**config.mk**
```make
export PLATFORM = sky130hd
export DESIGN_NAME = adcreg_regs
export DESIGN_NICKNAME = d
export VERILOG_FILES = /design/src/adcreg_pkg.sv /design/src/adcreg_regs.sv
export VERILOG_INCLUDE_DIRS = /design/src
export SDC_FILE = /design/constraint.sdc
export NUM_CORES = 1
export LEC_CHECK = 0
export ABC_AREA = 1
export BUFFER_PORTS_ARGS = -buffer_cell sky130_fd_sc_hd__buf_2
export CAP_MARGIN = 20
export CORE_UTILIZATION = 46
export DETAILED_ROUTE_END_ITERATION = 12
export GPL_ROUTABILITY_DRIVEN = 0
export PLACE_DENSITY = 0.8
export SYNTH_ARGS = -nofsm -noshare
export SYNTH_HDL_FRONTEND = slang
export SYNTH_SLANG_ARGS = --single-unit
```
**constraint.sdc**
```tcl
create_clock -name clk_i -period 1.33 [get_ports clk_i]
set_input_delay 0.133 -clock clk_i [delete_from_list [all_inputs] [get_ports clk_i]]
set_output_delay 0.133 -clock clk_i [all_outputs]
set_load 0.02 [all_outputs]
```
**src/adcreg_defines.svh**
```systemverilog
// Register offsets, field positions, reset values and timing counts for the converter register set.
// Assumes inclusion by the register module only.
`ifndef ADCREG_DEFINES_SVH
`define ADCREG_DEFINES_SVH

`define ADCREG_ADDR_STATUS      8'h00
`define ADCREG_ADDR_GENERAL     8'h01
`define ADCREG_ADDR_FORMAT      8'h02
`define ADCREG_ADDR_AVERAGE     8'h03
`define ADCREG_ADDR_OSC         8'h04

`define ADCREG_STATUS_RESET     8'h81
`define ADCREG_ZERO_RESET       8'h00

`define ADCREG_ST_ONE_BIT       7
`define ADCREG_ST_SEQ_BIT       6
`define ADCREG_ST_AVG_BIT       3
`define ADCREG_ST_CFG_BIT       2
`define ADCREG_ST_PWR_BIT       0

`define ADCREG_GEN_FORCE_BIT    2
`define ADCREG_GEN_CAL_BIT      1
`define ADCREG_GEN_RST_BIT      0

`define ADCREG_FMT_PAT_BIT      7
`define ADCREG_FMT_APP_HI       5
`define ADCREG_FMT_APP_LO       4
`define ADCREG_FMT_MODE_HI      1
`define ADCREG_FMT_MODE_LO      0

`define ADCREG_AVG_HI           2
`define ADCREG_OSCILLATOR_CHOICE_BIT      4
`define ADCREG_OSC_DIV_HI       3

`define ADCREG_TEST_PATTERN     12'hA5A
`define ADCREG_SOFT_RST_CYCLES  4'h4

`endif

```
**src/adcreg_pkg.sv**
```systemverilog
// Types shared by the converter register set.
// Assumes the defines header is compiled alongside.
package adcreg_pkg;

    typedef enum logic [1:0] {
        ADCREG_IDLE  = 2'h0,
        ADCREG_RESET = 2'h1,
        ADCREG_DONE  = 2'h3
    } adcreg_rst_state_t;

    typedef struct packed {
        logic [7:0] addr;
        logic [7:0] wdata;
        logic       wr;
        logic       rd;
    } adcreg_req_t;

    typedef struct packed {
        logic       force_analog_all;
        logic       test_pattern_enable;
        logic [1:0] append_mode;
        logic [1:0] clock_mode;
        logic [2:0] average_count_select;
        logic       oscillator_choice;
        logic [3:0] clk_div;
        logic       cal_start;
    } adcreg_ctrl_t;

    typedef struct packed {
        logic              status_seq;
        logic              status_avg;
        logic              status_cfg;
        logic              status_pwr;
        logic              force_all;
        logic              cal_busy;
        logic              cal_pulse;
        logic [7:0]        fmt;
        logic [2:0]        avg;
        logic [4:0]        osc;
        logic [7:0]        rdata;
        logic              rvalid;
        adcreg_rst_state_t rst_state;
        logic [3:0]        rst_cnt;
    } adcreg_state_t;

endpackage : adcreg_pkg

```
**src/adcreg_regs.sv**
```systemverilog
// Control and status register set of a small multi-channel converter.
// Assumes a serial-frame decoder upstream delivering one-cycle read/write strobes, all on clk_i.
`timescale 1ns/1ps
`include "adcreg_defines.svh"

// Function
// Status bit 6 read-only, shows sequencer running.
// Status bit 3 sets when averaging completes; write 1 clears.
// Status bit 2 reports config CRC failure; sampled at reset only.
// Status bit 0 resets to 1, sets on power loss; write 1 clears.
// Reserved bits read zero, except status bit 7 reads one.
// General bit 2 forces every channel to analog input.
// General bit 1 starts offset calibration; self-clears when finished.
// General bit 0 write-only soft reset; afterwards power-loss flag set.
// Format bit 7 substitutes constant 0xA5A for conversion results.
// Format bits 5-4 select channel id append; 10 and 11 reserved.
// Format bits 1-0 select serial clock polarity and phase.
// Averaging field bits 2-0 selects two to the code samples.
// Oscillator register: select bit 4, divider bits 3-0, reset zero.
// Oscillator select 0 high-speed, 1 low-power.
// Sequencer steps to next enabled channel ascending, loops while running.
// Writes to reserved or read-only bits ignored; others update.
module adcreg_regs (
    input  wire logic                 clk_i,
    input  wire logic                 rst_n_i,
    input  wire adcreg_pkg::adcreg_req_t req_i,
    input  wire logic                 seq_running_i,
    input  wire logic                 avg_done_i,
    input  wire logic                 cfg_crc_err_i,
    input  wire logic                 power_loss_i,
    input  wire logic                 cal_done_i,
    output logic [7:0]                rdata_o,
    output logic                      rvalid_o,
    output adcreg_pkg::adcreg_ctrl_t  ctrl_o,
    output logic                      soft_reset_busy_o
);

    adcreg_pkg::adcreg_state_t s_r;
    adcreg_pkg::adcreg_state_t s_nxt;

    logic wr_status;
    logic wr_general;
    logic wr_format;
    logic wr_average;
    logic wr_osc;

    assign wr_status  = req_i.wr && (req_i.addr == `ADCREG_ADDR_STATUS);
    assign wr_general = req_i.wr && (req_i.addr == `ADCREG_ADDR_GENERAL);
    assign wr_format  = req_i.wr && (req_i.addr == `ADCREG_ADDR_FORMAT);
    assign wr_average = req_i.wr && (req_i.addr == `ADCREG_ADDR_AVERAGE);
    assign wr_osc     = req_i.wr && (req_i.addr == `ADCREG_ADDR_OSC);

    always_comb begin
        s_nxt           = s_r;
        s_nxt.rvalid    = 1'b0;
        s_nxt.cal_pulse = 1'b0;
        // Sequencer state is a live mirror, never writable
        s_nxt.status_seq = seq_running_i;

        // Hardware set wins over a same-cycle write-one clear
        if (wr_status && req_i.wdata[`ADCREG_ST_AVG_BIT]) begin
            s_nxt.status_avg = 1'b0;
        end
        if (avg_done_i) begin
            s_nxt.status_avg = 1'b1;
        end
        if (wr_status && req_i.wdata[`ADCREG_ST_PWR_BIT]) begin
            s_nxt.status_pwr = 1'b0;
        end
        if (power_loss_i) begin
            s_nxt.status_pwr = 1'b1;
        end

        if (wr_general) begin
            s_nxt.force_all = req_i.wdata[`ADCREG_GEN_FORCE_BIT];
            if (req_i.wdata[`ADCREG_GEN_CAL_BIT] && !s_r.cal_busy) begin
                s_nxt.cal_busy  = 1'b1;
                s_nxt.cal_pulse = 1'b1;
            end
        end
        if (cal_done_i && s_r.cal_busy) begin
            s_nxt.cal_busy = 1'b0;
        end
        if (wr_format) begin
            s_nxt.fmt = req_i.wdata & 8'hB3;
        end
        if (wr_average) begin
            s_nxt.avg = req_i.wdata[`ADCREG_AVG_HI:0];
        end
        if (wr_osc) begin
            s_nxt.osc = req_i.wdata[`ADCREG_OSCILLATOR_CHOICE_BIT:0];
        end

        if (req_i.rd) begin
            s_nxt.rvalid = 1'b1;
            unique case (req_i.addr)
                `ADCREG_ADDR_STATUS: s_nxt.rdata = {1'b1, s_r.status_seq, 2'h0, s_r.status_avg,
                                                    s_r.status_cfg, 1'b0, s_r.status_pwr};
                // Soft-reset bit is write-only and always reads zero
                `ADCREG_ADDR_GENERAL: s_nxt.rdata = {5'h00, s_r.force_all, s_r.cal_busy, 1'b0};
                `ADCREG_ADDR_FORMAT:  s_nxt.rdata = s_r.fmt;
                `ADCREG_ADDR_AVERAGE: s_nxt.rdata = {5'h00, s_r.avg};
                `ADCREG_ADDR_OSC:     s_nxt.rdata = {3'h0, s_r.osc};
                default:              s_nxt.rdata = 8'h00;
            endcase
        end

        unique case (s_r.rst_state)
            adcreg_pkg::ADCREG_IDLE: begin
                if (wr_general && req_i.wdata[`ADCREG_GEN_RST_BIT]) begin
                    s_nxt.rst_state = adcreg_pkg::ADCREG_RESET;
                    s_nxt.rst_cnt   = `ADCREG_SOFT_RST_CYCLES;
                end
            end
            adcreg_pkg::ADCREG_RESET: begin
                // Registers held at defaults while the sequence runs
                s_nxt.force_all = 1'b0;
                s_nxt.cal_busy  = 1'b0;
                s_nxt.fmt       = `ADCREG_ZERO_RESET;
                s_nxt.avg       = 3'h0;
                s_nxt.osc       = 5'h00;
                s_nxt.status_avg = 1'b0;
                s_nxt.status_cfg = cfg_crc_err_i;
                s_nxt.rst_cnt   = s_r.rst_cnt - 4'h1;
                if (s_r.rst_cnt == 4'h1) begin
                    s_nxt.rst_state = adcreg_pkg::ADCREG_DONE;
                end
            end
            adcreg_pkg::ADCREG_DONE: begin
                s_nxt.status_pwr = 1'b1;
                s_nxt.rst_state  = adcreg_pkg::ADCREG_IDLE;
            end
            default: begin
                s_nxt.rst_state = adcreg_pkg::ADCREG_IDLE;
            end
        endcase
    end

    always_ff @(posedge clk_i) begin
        if (!rst_n_i) begin
            s_r            <= '0;
            s_r.status_pwr <= 1'b1;
            // Constant here; the CRC level is caught on the first edge after release
            s_r.rst_state  <= adcreg_pkg::ADCREG_RESET;
            s_r.rst_cnt    <= 4'h1;
        end else begin
            s_r <= s_nxt;
        end
    end

    assign rdata_o                        = s_r.rdata;
    assign rvalid_o                       = s_r.rvalid;
    assign ctrl_o.force_analog_all        = s_r.force_all;
    assign ctrl_o.test_pattern_enable     = s_r.fmt[`ADCREG_FMT_PAT_BIT];
    assign ctrl_o.append_mode             = s_r.fmt[`ADCREG_FMT_APP_HI:`ADCREG_FMT_APP_LO];
    assign ctrl_o.clock_mode              = s_r.fmt[`ADCREG_FMT_MODE_HI:`ADCREG_FMT_MODE_LO];
    assign ctrl_o.average_count_select    = s_r.avg;
    assign ctrl_o.oscillator_choice       = s_r.osc[`ADCREG_OSCILLATOR_CHOICE_BIT];
    assign ctrl_o.clk_div                 = s_r.osc[`ADCREG_OSC_DIV_HI:0];
    assign ctrl_o.cal_start               = s_r.cal_pulse;
    // Low state bit is set in both busy states, so the flag leaves a flop directly
    assign soft_reset_busy_o              = s_r.rst_state[0];

endmodule : adcreg_regs

```
### Word-level counts from Yosys, hierarchy flattened

Cells that the tools add are included.

* bits in registers: 35
* input port bits: 25
* output and inout port bits: 25
* word-level logic and storage cells: 56

* $add $sub $neg: 1
* eq/ne operators: 9
* multiplexer cells: 9
* bitwise logic cells: 1
* reductions and logical operators: 22

Operator list (number)
* 8-bit one-hot mux with 5 select lines: 1
* 8-bit by 2-bit == test with 1-bit output, second input constant: 2
* 1-bit logical AND: 10
* 8-bit by 1-bit == test with 1-bit output, second input constant: 1
* 8-bit by 3-bit == test with 1-bit output, second input constant: 1
* 8-bit logical NOT: 1
* 4-bit one-hot mux with 2 select lines: 1
* 2-bit AND reduction: 4
* 6-bit two-way mux: 1
* 3-bit OR reduction: 2
* 4-bit by 1-bit == test with 1-bit output, second input constant: 1
* 1-bit two-way mux: 4
* 2-bit inequality test, second input constant: 2
* 2-bit one-hot mux with 2 select lines: 1
* 2-bit nonzero test: 2
* 4-bit by 1-bit subtractor with 4-bit output, second input constant: 1
* 2-bit by 1-bit == test with 1-bit output, second input constant: 1
* 2-bit == test, second input constant: 1
* 2-bit logical NOT: 1
* 2-bit two-way mux: 1
* 2-bit OR reduction: 1
* 1-bit logical NOT: 1
* 1-bit inverter: 1

### Logic depth before layout (Yosys ltp)

* depth in word-level cells: 5
* depth in mapped cells: 8
* gate-level depth less buffers: 8

### Worst setup path before layout

OpenSTA, ideal clock, no wires.

* path kind: register -> register
* from: register s_r[0] (netlist bit)
* to: register s_r[2] (netlist bit)
* library setup time: 72 ps
* arrival: 1086 ps
* slack: 172 ps
* cell stages (with the launch flop): 7
* cell sequence: dfxtp_1 -> inv_1 -> ha_1 -> or2_2 -> nand3_1 -> nand2_1 -> a21oi_1

* longest elaborated chain between the ends: 2

RTL lines
* start, declared: line adcreg_regs.sv:38 `adcreg_pkg::adcreg_state_t s_r;`
* start signal, assigned: line adcreg_regs.sv:147 `s_r <= s_nxt;`
* 4-bit by 1-bit subtractor with 4-bit output: line adcreg_regs.sv:124 `s_nxt.rst_cnt = s_r.rst_cnt - 4'h1;`
* 4-bit one-hot mux with 2 select lines: line adcreg_regs.sv:108 `unique case (s_r.rst_state)`

No other way between the ends.
A chain may end at the register's enable or synchronous reset.

### Worst setup path in the final report

* from: register s_r[5] (netlist bit)
* to: register s_r (netlist bit ctrl_o[9])

* longest elaborated chain between the ends: 2

RTL lines (line)
* 2-bit by 1-bit == test with 1-bit output: adcreg_regs.sv:108
* 2-bit OR reduction (no line)

No other way between the ends.

==> impl_metrics.yaml <==
timing:
  period_share: 0.914
  rsz0062_at_grt: "yes"
  hold_viol: 0
  finalClockSkew_ns: 0.00196
  setup_viol: 0
  maxSlewViolCount: 0
  worstMarginPinSlew_ns: 0.306
  fin_setup_tns_ns: 0
  max_clock_freq_mhz: 823
  min_period_ns: 1.22
  slew_headroom: 0.796
placement:
  placed_cell_area_um2: 1960
  dp_hpwl_um: 2830
  io_buffer_count: 48
final_layout:
  final_area_um2: 2030
  antenna_cells: 0
  fin_nets: 291
  fin_util: 0.542
  final_cell_mix: "48 x buf_2, 36 x nand2_1, 34 x dfxtp_1, 23 x nand3_1, 20 x a21oi_1"
  drive_gt1_frac: 0.357
  area_delta_synth_final_pct: 10.5
  final_common_cell: "buf_2"
global_routing:
  grt_max_degree: 17
  antenna_found_initial: 0
  grt_usage: 0.191
  grt_pass1_vias: 1360
  grt_overflow: 0
  grt_first_pass_wirelength_um: 6030
drt:
  wire_per_inst_um: 11.7
  drc: 0
  wirelength_um: 3640
  antenna_left: 0
  via_per_inst: 4.85
  dr.pass1.iters: 4
  vias: 1507
  drtIter0Drc: 43
setup_path:
  cp-start-kind: "flop"
  reg2reg_slack_ns: 0.11
  slowest_delay_ns: 0.33
  crit_chain: "inv_1, nand2_2, inv_2, nor2_2, inv_1, a211oi_2"
  path_max_fanout: 6
  critPathRequiredTime_ns: 1.53
  crit_top_cell: "inv_1"
  critPathKind: "reg2reg"
  cp.arrival_ns: 1.42
  cpMaxStageDelayCell: "dfxtp_1"
  critPathCaptureType: "flop"
synth:
  synth_area_um2: 1840
  synth.area.top_cells: "dfxtp_1 38%, buf_4 9.8%, nand2_1 7.4%"
  synth_top_area_share: 0.381
  ys_warn_count: 0
  seq_area_frac_synth: 0.381
  yosys.area.top_type: "dfxtp_1"
  syn_nets: 260
  syn_inst: 233
  yosysUniqueCellTypes: 30
  syn_area_per_cell_um2: 7.88
  ys_ff_latch: 35
clocking:
  cts-root-buf: "clkbuf_8"
  cts_buffers: 5
  htree_levels: 2
  cts.sinks: 35
  cts_buffer_depth: 2
  cts_tree: "yes"
  post_cts_buffers: 0
  clk_pin_slew_worst_paths_ns: 0.06
  clock_latency_ns: 0.28
die:
  core-area_um2: 3740
  die_w_um: 65.2
  rows: 22
  die_h_um: 65.2
  start_util: 0.491
  dieArea_um2: 4250
  ios: 50
job:
  drv_cap: 0
pwr:
  ir_worst_vdd_uv: 825
  finalPower_mw: 2.60
  p_leak_nw: 0.975
  power_density_nw_per_um2: 1280
worst_hold_path:
  hold_path_class: "in2reg"
outcome:
  status: "complete, no violations"
[stage by stage]
stage / setup WS [ns] / cells / hold slack, ns
CTS: 0.0850 / 311 / 0.0296
global placement: 0.116 / 305 / 0.321
finish: 0.114 / 311 / 0.0336
global route: -0.0122 / 311 / 0.0321
detailed placement: 0.0780 / 305 / 0.320
floorplan: 0.172 / 233 / 0.217
[cells in the mapped netlist, drive strengths merged]
| cell | n |
|---|---|
| clkbuf | 1 |
| o31ai | 1 |
| o21bai | 1 |
| nand3 | 24 |
| ha | 2 |
| or2 | 1 |
| nor2 | 22 |
| a21oi | 23 |
| o21ai | 13 |
| o22ai | 1 |
| inv | 27 |
| nand2 | 45 |
| dfxtp | 35 |
| nand4 | 6 |
| buf | 26 |
| a211oi | 3 |
| nor3 | 2 |
[cells by family after synthesis]
family                   after synthesis  synth area share
AO/OA/AOI/OAI                         42             0.136
buffers and inverters                 54             0.166
AND/OR/NAND/NOR                      100             0.302
adder cells (fa/ha/maj)                2            0.0136
flip-flops                            35             0.381
[worst paths after layout]
path | startpoint | endpoint | cells past startpoint
hold reg to reg | s_r[37] | rdata_o[6] | 2
hold / removal | seq_running_i | s_r[37] | 3
setup reg to reg | s_r[5] | ctrl_o[9] | 6
setup / recovery | s_r[5] | ctrl_o[9] | 6
[critical path: cells and delay by family, from the launching register on]
family | cells | cell delay [ns]
simple gates | 2 | 0.26
flops | 1 | 0.33
compound gates | 1 | 0.22
buf+inv | 3 | 0.32
[area by class of cell]
class	count	area, µm²
Fill cell	373	1710
Multi-Input combinational cell	144	831
Sequential cell	35	702
Timing Repair Buffer	51	263
Inverter	27	101
Clock buffer	6	72.6
Tap cell	48	60.1
[power by group]
part	switching, mW	leakage, nW	total, mW	internal (mW)
clock network	0.331	0.0371	0.679	0.348
logic	0.434	0.653	0.687	0.254
registers	0.0673	0.284	1.23	1.16
[what timing repair did]
item | CTS | global route
endpoints found under the setup margin | 0 | 2
resized for setup | 0 | 1
hold buffers | 0 | 0
[sequential cells by signal, indices dropped and copies added (netlist names)]
register           flops
rvalid_o               1
soft_reset_busy_o      1
ctrl_o                15
s_r                   10
rdata_o                8
[per-layer routing]
metal	up-vias	wire [µm]	GRT usage
met1	670	1710	0.238
met3	5	158	0.0486
met5	-	0	0
met4	0	60	0.0897
met2	34	1700	0.307
li1	798	-	-
Note: power is estimated with default switching activity, not from simulation.
